### src/logic/pss_defs.svh
// Offsets, field positions, reset values and timing for the set selector.
// Assumes a 50 MHz core clock and a 12-bit APB byte address.
`ifndef PSS_DEFS_SVH
`define PSS_DEFS_SVH
`define PSS_AW 12
`define PSS_OFS_CTRL 12'h000
`define PSS_OFS_SEL 12'h004
`define PSS_OFS_CMD 12'h008
`define PSS_OFS_DELAY 12'h00C
`define PSS_OFS_STATUS 12'h010
`define PSS_CTRL_SINGLE 0
`define PSS_CTRL_ASSIGN_PRI 1
`define PSS_CTRL_ASSIGN_ALT 2
`define PSS_CTRL_INVERT 3
`define PSS_ST_ACTIVE 0
`define PSS_ST_PENDING 1
`define PSS_ST_REJECT 2
`define PSS_ST_LEVEL 3
`define PSS_ST_READY 4
`define PSS_CTRL_RST 4'h0
`define PSS_SEL_RST 1'b0
`define PSS_DELAY_RST 15'h0000
`define PSS_DELAY_MAX 15'h4E20
`define PSS_CLK_NS 20
`define PSS_STEP_NS 10000000
`define PSS_STEP_CYCLES (`PSS_STEP_NS / `PSS_CLK_NS)
`define PSS_SETTLE 2'h2
`endif

### src/logic/pss_pkg.sv
// Types shared by the protection set selector.
// Assumes the constants of pss_defs.svh.
package pss_pkg;
   typedef enum logic [1:0] {
      PSS_BOOT,
      PSS_PRIMARY,
      PSS_PENDING,
      PSS_ALTERNATE
   } pss_mode_t;

   typedef struct packed {
      logic psel;
      logic penable;
      logic pwrite;
      logic [11:0] paddr;
      logic [31:0] pwdata;
   } pss_apb_req_t;

   typedef struct packed {
      logic sync1;
      logic sync2;
      pss_mode_t mode;
      logic [1:0] settle;
      logic [3:0] ctrl;
      logic sel;
      logic [14:0] delay;
      logic reject;
      logic [18:0] tick;
      logic [14:0] steps;
      logic active;
      logic switch_pulse;
      logic pready;
      logic pslverr;
      logic [31:0] prdata;
   } pss_state_t;
endpackage

### src/logic/pss_selector.sv
// Protection set selector: picks the primary or alternate protection set
// from a binary input, the panel selection or a remote command, with an
// APB slave for configuration and status.
// Assumes one core clock, synchronous reset, and an unsynchronised pin.
//
// Contract
// - Two protection sets are held; exactly one is active at any time.
// - Single-set operation always uses the primary set.
// - Requests come from the binary input, the panel and remote commands.
// - Switching is always allowed and pulses a timer and indicator reset; here the set is frozen while the input is assigned in one set only.
// - Assigned input level: low selects primary, high selects alternate.
// - Input change primary to alternate waits the promotion delay.
// - Input change alternate to primary happens at once.
// - While the input is assigned, panel and remote changes are refused.
// - At power-up the active set follows the assigned input state.
// - Alternate requested at power-up is taken without the delay.
// - Inverted polarity: energized selects primary, released alternate.
// - Input switching needs the input assigned in both sets.
// - Panel and remote share one selection; remote commands overwrite it.
// - Assigned input decides; otherwise the shared selection decides.
// - Refused remote commands are dropped, never kept for later.
// - Active-set indication is an output for contacts and lamps.
// - Promotion delay is 0 to 200 s in 0.01 s steps, default zero.
// - The active set is readable as a status value.
`timescale 1ns/1ns
`include "pss_defs.svh"

module pss_selector #(
   parameter int STEP_CYCLES = `PSS_STEP_CYCLES
) (
   input wire logic core_clk_in,
   input wire logic sys_rst_in,
   input wire pss_pkg::pss_apb_req_t apb_req_in,
   input wire logic set_select_pin_in,
   output logic apb_pready_out,
   output logic apb_pslverr_out,
   output logic [31:0] apb_prdata_out,
   output logic active_set_out,
   output logic set_switch_pulse_out
);

   ////////////////////////////////////////////////////////////////////////
   // State and decode

   pss_pkg::pss_state_t cur_ff;
   pss_pkg::pss_state_t nxt_cur;

   logic access;
   logic finish;
   logic hit;
   logic level_alt;
   logic assigned_any;
   logic assigned_both;
   logic want_alt;
   logic input_driven;
   logic delay_done;
   logic [31:0] rd_word;
   logic [18:0] tick_last;

   assign tick_last = 19'(STEP_CYCLES - 1);
   assign access = apb_req_in.psel && apb_req_in.penable;
   assign finish = access && cur_ff.pready;

   always_comb begin
      case (apb_req_in.paddr)
         `PSS_OFS_CTRL,
         `PSS_OFS_SEL,
         `PSS_OFS_CMD,
         `PSS_OFS_DELAY,
         `PSS_OFS_STATUS: hit = 1'b1;
         default: hit = 1'b0;
      endcase
   end

   ////////////////////////////////////////////////////////////////////////
   // Set resolution

   // Polarity flip before anything else reads the level
   assign level_alt = cur_ff.sync2 ^ cur_ff.ctrl[`PSS_CTRL_INVERT];
   assign assigned_any = cur_ff.ctrl[`PSS_CTRL_ASSIGN_PRI] ||
      cur_ff.ctrl[`PSS_CTRL_ASSIGN_ALT];
   // Mismatched assignment freezes the set rather than guessing
   assign assigned_both = cur_ff.ctrl[`PSS_CTRL_ASSIGN_PRI] &&
      cur_ff.ctrl[`PSS_CTRL_ASSIGN_ALT];
   assign input_driven = !cur_ff.ctrl[`PSS_CTRL_SINGLE] && assigned_any;

   always_comb begin
      if (cur_ff.ctrl[`PSS_CTRL_SINGLE]) begin
         want_alt = 1'b0;
      end else if (assigned_any) begin
         if (assigned_both) begin
            want_alt = level_alt;
         end else begin
            want_alt = cur_ff.active;
         end
      end else begin
         want_alt = cur_ff.sel;
      end
   end

   assign delay_done = cur_ff.steps >= cur_ff.delay;

   ////////////////////////////////////////////////////////////////////////
   // Read mux

   always_comb begin
      rd_word = 32'h00000000;
      case (apb_req_in.paddr)
         `PSS_OFS_CTRL: rd_word[3:0] = cur_ff.ctrl;
         `PSS_OFS_SEL: rd_word[0] = cur_ff.sel;
         `PSS_OFS_DELAY: rd_word[14:0] = cur_ff.delay;
         `PSS_OFS_STATUS: begin
            rd_word[`PSS_ST_ACTIVE] = cur_ff.active;
            rd_word[`PSS_ST_PENDING] =
               (cur_ff.mode == pss_pkg::PSS_PENDING);
            rd_word[`PSS_ST_REJECT] = cur_ff.reject;
            rd_word[`PSS_ST_LEVEL] = level_alt;
            rd_word[`PSS_ST_READY] =
               (cur_ff.mode != pss_pkg::PSS_BOOT);
         end
         default: rd_word = 32'h00000000;
      endcase
   end

   ////////////////////////////////////////////////////////////////////////
   // Next state

   always_comb begin
      nxt_cur = cur_ff;
      // Two-stage synchroniser on the selection pin
      nxt_cur.sync1 = set_select_pin_in;
      nxt_cur.sync2 = cur_ff.sync1;
      nxt_cur.switch_pulse = 1'b0;

      // Bus: one wait cycle, data and error captured with pready
      nxt_cur.pready = access && !cur_ff.pready;
      nxt_cur.pslverr = access && !cur_ff.pready && !hit;
      if (access && !cur_ff.pready) begin
         nxt_cur.prdata = apb_req_in.pwrite ? 32'h00000000 : rd_word;
      end

      // Writes take effect only on the completing edge
      if (finish && apb_req_in.pwrite) begin
         case (apb_req_in.paddr)
            `PSS_OFS_CTRL: nxt_cur.ctrl = apb_req_in.pwdata[3:0];
            `PSS_OFS_SEL,
            `PSS_OFS_CMD: begin
               // Refused requests are dropped, not queued
               if (input_driven) begin
                  nxt_cur.reject = 1'b1;
               end else begin
                  nxt_cur.sel = apb_req_in.pwdata[0];
               end
            end
            `PSS_OFS_DELAY: begin
               if (apb_req_in.pwdata[14:0] > `PSS_DELAY_MAX ||
                   apb_req_in.pwdata[31:15] != 17'h00000) begin
                  nxt_cur.delay = `PSS_DELAY_MAX;
               end else begin
                  nxt_cur.delay = apb_req_in.pwdata[14:0];
               end
            end
            `PSS_OFS_STATUS: begin
               if (apb_req_in.pwdata[`PSS_ST_REJECT]) begin
                  nxt_cur.reject = 1'b0;
               end
            end
            default: nxt_cur.reject = cur_ff.reject;
         endcase
      end

      // Set selection
      case (cur_ff.mode)
         pss_pkg::PSS_BOOT: begin
            // Wait until the synchroniser holds the real pin level
            if (cur_ff.settle == `PSS_SETTLE) begin
               nxt_cur.active = want_alt;
               nxt_cur.mode = want_alt ? pss_pkg::PSS_ALTERNATE :
                  pss_pkg::PSS_PRIMARY;
            end else begin
               nxt_cur.settle = cur_ff.settle + 2'h1;
            end
         end
         pss_pkg::PSS_PRIMARY: begin
            nxt_cur.tick = 19'h00000;
            nxt_cur.steps = 15'h0000;
            if (want_alt) begin
               if (input_driven && cur_ff.delay != 15'h0000) begin
                  nxt_cur.mode = pss_pkg::PSS_PENDING;
               end else begin
                  nxt_cur.mode = pss_pkg::PSS_ALTERNATE;
                  nxt_cur.active = 1'b1;
                  nxt_cur.switch_pulse = 1'b1;
               end
            end
         end
         pss_pkg::PSS_PENDING: begin
            if (!want_alt) begin
               nxt_cur.mode = pss_pkg::PSS_PRIMARY;
            end else if (delay_done) begin
               nxt_cur.mode = pss_pkg::PSS_ALTERNATE;
               nxt_cur.active = 1'b1;
               nxt_cur.switch_pulse = 1'b1;
            end else if (cur_ff.tick == tick_last) begin
               nxt_cur.tick = 19'h00000;
               nxt_cur.steps = cur_ff.steps + 15'h0001;
            end else begin
               nxt_cur.tick = cur_ff.tick + 19'h00001;
            end
         end
         pss_pkg::PSS_ALTERNATE: begin
            if (!want_alt) begin
               nxt_cur.mode = pss_pkg::PSS_PRIMARY;
               nxt_cur.active = 1'b0;
               nxt_cur.switch_pulse = 1'b1;
            end
         end
         default: begin
            nxt_cur.mode = pss_pkg::PSS_PRIMARY;
            nxt_cur.active = 1'b0;
         end
      endcase
   end

   ////////////////////////////////////////////////////////////////////////
   // Registers

   always_ff @(posedge core_clk_in) begin
      if (sys_rst_in) begin
         cur_ff.sync1 <= 1'b0;
         cur_ff.sync2 <= 1'b0;
         cur_ff.mode <= pss_pkg::PSS_BOOT;
         cur_ff.settle <= 2'h0;
         cur_ff.ctrl <= `PSS_CTRL_RST;
         cur_ff.sel <= `PSS_SEL_RST;
         cur_ff.delay <= `PSS_DELAY_RST;
         cur_ff.reject <= 1'b0;
         cur_ff.tick <= 19'h00000;
         cur_ff.steps <= 15'h0000;
         cur_ff.active <= 1'b0;
         cur_ff.switch_pulse <= 1'b0;
         cur_ff.pready <= 1'b0;
         cur_ff.pslverr <= 1'b0;
         cur_ff.prdata <= 32'h00000000;
      end else begin
         cur_ff <= nxt_cur;
      end
   end

   ////////////////////////////////////////////////////////////////////////
   // Outputs, all straight from flops

   assign apb_pready_out = cur_ff.pready;
   assign apb_pslverr_out = cur_ff.pslverr;
   assign apb_prdata_out = cur_ff.prdata;
   // One set flag drives contacts and lamps alike
   assign active_set_out = cur_ff.active;
   assign set_switch_pulse_out = cur_ff.switch_pulse;

endmodule

### config.mk
export PLATFORM = sky130hd
export DESIGN_NAME = pss_selector
export DESIGN_NICKNAME = d
export VERILOG_FILES = /design/src/logic/pss_pkg.sv /design/src/logic/pss_selector.sv
export VERILOG_INCLUDE_DIRS = /design/src /design/src/logic
export SDC_FILE = /design/constraint.sdc
export NUM_CORES = 1
export LEC_CHECK = 0
export BUFFER_PORTS_ARGS = -buffer_cell sky130_fd_sc_hd__buf_2
export CORE_UTILIZATION = 49
export DETAILED_ROUTE_END_ITERATION = 16
export HOLD_SLACK_MARGIN = 0.03
export PLACE_DENSITY = 0.82
export SYNTH_ARGS = -nofsm -noshare
export SYNTH_HDL_FRONTEND = slang
export SYNTH_SLANG_ARGS = --single-unit
### constraint.sdc
create_clock -name core_clk_in -period 5.1 [get_ports core_clk_in]
set_input_delay 1.53 -clock core_clk_in [delete_from_list [all_inputs] [get_ports core_clk_in]]
set_output_delay 1.53 -clock core_clk_in [all_outputs]
set_load 0.02 [all_outputs]
==> results.cfg, run 1 <==
[logic_synthesis]
synthesis.area_um2 = 4570
ys_warn_count = 0
synth_ff_type = dfxtp_1
synth_cell_type_count = 59
ys_ff_latch = 80
avgSynthCellArea_um2 = 8.09
synth.yosys.seq_area_share_pct = 35.0
synth_edf_count = 0
async_reset_ff_share_pct = 0
synth_cells = 565

[worst_setup_path]
startpoint_type = primary input
rrSetupSlack_ns = 2.03
critical_path.startpoint = apb_req_in[40]
endpoint = cur_ff[72]$_SDFFE_PP0P_
crit_path_end_kind = register
reg2reg_depth = 9
crit_type = primary input to register
worstReg2RegStart = cur_ff[83]$_SDFFE_PP0P_
crit_arrival_ns = 4.01
r2r-end = cur_ff[66]$_SDFFE_PP0P_
worstPathMaxFanout = 17
worstPathRequired_ns = 5.40

[placement]
gp_congestion = 0.877
dpl.cell_count = 703
dp.final_hpwl_mm = 7.83
portBuffers = 68

[global_routing]
grt_max_degree = 43
grt_pass1_wl_mm = 18.2
grt_pass1_vias = 3916
grt_usage_pct = 23.3
overflow = 0
antenna_found_initial = 0

[clock_tree]
cts_tree = done
post_cts_buffers = 0
clk_pin_slew_ns = 0.09
postCtsHoldBufs = 0
htree_num_levels = 3
clock-sinks = 80
ctsResizeCount = 0
worstSkewPairLatency_ns = 0.36
numCtsBuffers = 9
clockBufferDepth = 2
cts_root_buf = clkbuf_8

[route]
vias = 4340
ant_nets = 0
drtIter0Drc = 290
wl_mm = 10.9
drc = 0
vias_per_cell = 6.04
dr.pass1.iters = 5
wl_per_cell_um = 15.1

[status]
outcome = completed

[die]
initial_core_util_pct = 51.4
fp.dieH_um = 98.6
dieArea_um2 = 9720
ios = 86
die_x_um = 98.6
rows = 34
coreArea_um2 = 8890

[timing]
worstMarginPinSlew_ns = 0.824
rsz0062_at_grt = false
tns_ns = 0
holdWs_ns = 0.451
fmax_ghz = 0.269
finalCritPeriodShare_pct = 72.8
hold_viol = 0
drv_slew = 0
setup_viol = 0
relSlewSlack_pct = 44.9
fin_worst_skew_ns = 0.0147
fin_crit_ns = 3.71

[power]
peakVddDrop_v = 0.000186
p_per_area_nw_per_um2 = 269
p_leak_nw = 1.89

[layout]
instances_no_fill = 719
antenna_cells = 0
final_common_cell = dfxtp_1
fin_nets = 674
final_cell_mix = dfxtp_1 (80), buf_2 (68), nor2_1 (67), nand2_1 (38), inv_1 (29)
area.growth.synth_to_final_pct = 9.77
layout-drive-gt1-share_pct = 17.5
n_fill_cell = 819

[min_path]
hp-class = register to register

[flow_run]
maxCapViolCount = 0
[critical path: stages]
cell     delay, ns
buf_2         0.11
nor4_1        0.25
nand3_1       0.18
nor3_1        0.44
nand2_1       0.45
nor3_1        0.58
buf_4         0.27
a22oi_1       0.09
nor2_1        0.11
[area by class of cell]
| type | count | area, um2 | area share (%) |
|---|---|---|---|
| repair buffers | 74 | 385 | 7.68 |
| multi-input cells | 412 | 2560 | 51.1 |
| well taps | 108 | 135 | 2.69 |
| clock inverters | 7 | 101 | 2.02 |
| clock buffers | 9 | 124 | 2.47 |
| flip-flops and latches | 80 | 1600 | 31.9 |
| inverters | 29 | 109 | 2.17 |
[synthesized netlist by cell type, drive strengths merged, types with 2 or more instances]
library cell   n  area share (%)
o41ai          2            0.38
ha            18             4.9
and3           6            0.82
nor3b          7             1.1
xnor2          6             1.1
nand4         18             2.5
o21ai         16             1.8
or3            5            0.79
nand3         20             2.2
dfxtp         80              35
a21o           3            0.49
a221oi         5            0.96
nor2          67             5.5
a31oi         12             1.6
nor3          21             2.3
nand2b         4            0.55
buf           37             6.0
or2            4            0.55
a211oi         7             1.1
a22oi         25             4.1
mux2i         10             2.2
nor4          16             2.8
and2           6            0.82
or4            8             1.3
nand4b         3            0.57
inv           29             2.4
clkbuf        23             1.9
nor4b          3            0.57
a31o           7             1.3
nand2         38             3.1
and4           3            0.57
nor2b          4            0.55
nand3b         4            0.66
a22o           4            0.77
a21oi         27             3.0
[metal layers]
layer  up-vias  track usage (%)  wire (um)
met5         -                0          0
met4         0             8.50        247
met3        26             5.96        696
met2       180             36.5       5140
met1      2030             30.9       4780
li1       2104                -          -
[per-stage QoR]
stage / utilization, % / power [W] / cell area, um2 / worst slack, ns
3_3_place_gp: 53.9 / 0.000824 / 4790 / 1.21
3_5_place_dp: 53.9 / 0.000830 / 4790 / 1.07
4_1_cts: 56.5 / 0.00136 / 5020 / 1.45
6_report: 56.5 / 0.00135 / 5020 / 1.39
5_1_grt: 56.5 / 0.00142 / 5020 / 1.12
2_1_floorplan: - / 0.000790 / 4630 / 1.74
[flip-flops by register name, indices dropped and copies added, names as in the netlist]
signal                flops
apb_prdata_out           15
cur_ff                   61
set_switch_pulse_out      1
apb_pslverr_out           1
active_set_out            1
apb_pready_out            1
[logic make-up (layout without fill, tap and decap cells)]
family                   Yosys count  after routing  synth area share [%]
AO/OA/AOI/OAI                    119            119                  18.0
XOR/XNOR                           7              7                  1.34
AND/OR/NAND/NOR                  240            240                  28.0
adder cells (fa/ha/maj)           18             18                  4.92
multiplexers                      11             11                  2.44
buffers and inverters             89            119                  10.2
other                              1             17                0.0820
flip-flops                        80             80                  35.0
[worst min path at each step]
stage	end	from	cells past startpoint
after floorplan	cur_ff[95]$_SDFF_PP0_	cur_ff[96]$_SDFF_PP0_	1
after global placement	cur_ff[95]$_SDFF_PP0_	cur_ff[96]$_SDFF_PP0_	1
after detailed placement	cur_ff[95]$_SDFF_PP0_	cur_ff[96]$_SDFF_PP0_	1
after CTS	cur_ff[95]$_SDFF_PP0_	cur_ff[96]$_SDFF_PP0_	1
after global routing	cur_ff[95]$_SDFF_PP0_	cur_ff[96]$_SDFF_PP0_	1
final	cur_ff[95]$_SDFF_PP0_	cur_ff[96]$_SDFF_PP0_	1
[where the power goes]
| group | internal [W] | total (W) | switching (W) |
|---|---|---|---|
| logic | 0.0000542 | 0.000171 | 0.000116 |
| registers | 0.000636 | 0.000648 | 0.0000111 |
| clock network | 0.000281 | 0.000535 | 0.000254 |
Note: power is estimated with default switching activity, not from simulation.
==> inputs of run 2 (changes only) <==
- PLACE_DENSITY: 0.82 -> 0.85
- clock period: 5.1 -> 3.1 ns (I/O delays scaled with it)
==> run 2 against run 1 <==
  * Clock power increased by 54%
  * Power increased by 61%
  * Clock skew decreased by 0.0078 ns
  * Critical endpoint is now cur_ff[69]$_SDFFE_PP0P_
  * Critical path type is now register to register
  * Register-to-register slack got worse by 1.7 ns
  * Critical path depth unchanged
  * Largest power group unchanged
==> results.cfg, run 2 (synthesis results as in run 1) <==
[die]
ios = 86
initial_core_util_pct = 51.4
coreArea_um2 = 8890
fp.dieH_um = 98.6
die_x_um = 98.6
rows = 34
dieArea_um2 = 9720

[worst_setup_path]
startpoint_type = register
crit_arrival_ns = 3.05
crit_type = register to register
worstPathMaxFanout = 22
crit_path_end_kind = register
worstPathRequired_ns = 3.39

[global_routing]
grt_usage_pct = 24.8
overflow = 0
use_met1_pct = 30.8
grt_use_met3_pct = 5.89
met2_usage_pct = 42.4
grt_max_degree = 49
grt_pass1_wl_mm = 19.7
busiest_layer = met2
grt_pass1_vias = 4223
antenna_found_initial = 0

[layout]
area.growth.synth_to_final_pct = 10.9
final_common_cell = dfxtp_1
n_fill_cell = 780
antenna_cells = 0
largest_register_ffs = 61
regMostFlops = cur_ff
final_cell_mix = dfxtp_1 (80), buf_2 (68), nor2_1 (67), nand2_1 (38), inv_1 (29)
layout-drive-gt1-share_pct = 18.7
fin_nets = 682

[power]
internal-power_w = 0.00153
pwr-share-clk_pct = 37.9
seqPwrFrac_pct = 49.0
switching_share_pct = 29.8
p_per_area_nw_per_um2 = 430
peakVddDrop_v = 0.000480
p_switching_w = 0.000649
pwr-share-comb_pct = 13.2
p_leak_nw = 1.93

[clock_tree]
post_cts_buffers = 0
cts_tree = done
clk_pin_slew_ns = 0.09
numCtsBuffers = 9
clockBufferDepth = 2
clock-sinks = 80
cts_root_buf = clkbuf_8
htree_num_levels = 3
worstSkewPairLatency_ns = 0.36

[route]
vias_per_cell = 6.07
ant_nets = 0
drc = 0
dr.pass1.iters = 5
vias = 4415
drtIter0Drc = 313
wl_mm = 11.8
wl_per_cell_um = 16.3

[placement]
place_ws_ns = 0.270
dp.final_hpwl_mm = 8.48
gp_congestion = 0.938
portBuffers = 68

[timing]
tns_ns = 0
fin_worst_skew_ns = 0.00694
drv_slew = 0
relSlewSlack_pct = 55.5
hold_viol = 0
fin_crit_ns = 2.76
fmax_ghz = 0.363
finalCritPeriodShare_pct = 88.9
worstMarginPinSlew_ns = 0.667
finalWorstSetupSlack_ns = 0.343
rsz0062_at_grt = false
setup_viol = 0

[flow_run]
maxCapViolCount = 0

[status]
outcome = completed

[min_path]
hp-class = register to register
run 2: worst max-delay path, cell delays in order (launching register included):
cell      delay [ns]
dfxtp_1         0.39
inv_1           0.06
ha_1            0.28
nand2b_1        0.15
a211oi_1        0.25
o311a_1         0.25
o311ai_4        0.10
o21a_1          0.43
or4_1           0.59
a31oi_1         0.18
run 2: power by group through the flow:
| stage | Clock (W) | Combinational, W | Sequential (W) |
|---|---|---|---|
| 6_report | 0.000826 | 0.000287 | 0.00107 |
| 5_1_grt | 0.000881 | 0.000317 | 0.00107 |
| 3_3_place_gp | 0 | 0.000270 | 0.00109 |
| 4_1_cts | 0.000838 | 0.000284 | 0.00107 |
| 2_1_floorplan | 0 | 0.000212 | 0.00109 |
| 3_5_place_dp | 0 | 0.000281 | 0.00109 |
run 2: stage by stage:
step	std cells	area, um2	util, %	power (W)	hold WS [ns]
2_1_floorplan	581	4630	-	0.00130	0.414
3_3_place_gp	711	4850	54.6	0.00136	0.416
3_5_place_dp	711	4850	54.6	0.00137	0.423
6_report	727	5070	57.0	0.00218	0.448
5_1_grt	727	5070	57.0	0.00227	0.465
4_1_cts	727	5060	57.0	0.00219	0.444
run 2: final timing paths:
path	cells after the start	to	slack (ns)	from
worst max-delay path	9	cur_ff[69]$_SDFFE_PP0P_	0.34	cur_ff[36]$_SDFFE_PP0P_
worst max register to register	9	cur_ff[69]$_SDFFE_PP0P_	0.34	cur_ff[36]$_SDFFE_PP0P_
worst min register to register	1	cur_ff[95]$_SDFF_PP0_	0.45	cur_ff[96]$_SDFF_PP0_
worst min-delay path	1	cur_ff[95]$_SDFF_PP0_	0.45	cur_ff[96]$_SDFF_PP0_
run 2: layer usage:
| layer | part of all wire (%) | routed length (um) | vias to the layer above |
|---|---|---|---|
| met1 | 43 | 5050 | 2062 |
| li1 | - | - | 2115 |
| met2 | 48 | 5680 | 209 |
| met4 | 2.0 | 240 | 0 |
| met3 | 7.3 | 865 | 29 |
| met5 | 0 | 0 | - |
run 2: cell type report:
cell class,count,area (um2),area share (%)
Tap cell,108,135,2.67
Clock inverter,7,86.3,1.70
Timing Repair Buffer,82,445,8.79
Sequential cell,80,1600,31.6
Multi-Input combinational cell,412,2570,50.7
Clock buffer,9,124,2.44
Inverter,29,109,2.15
run 2: what timing repair did:
action	CTS	global route
setup endpoints to repair	0	2
gates resized for setup	0	1
hold buffers	0	0
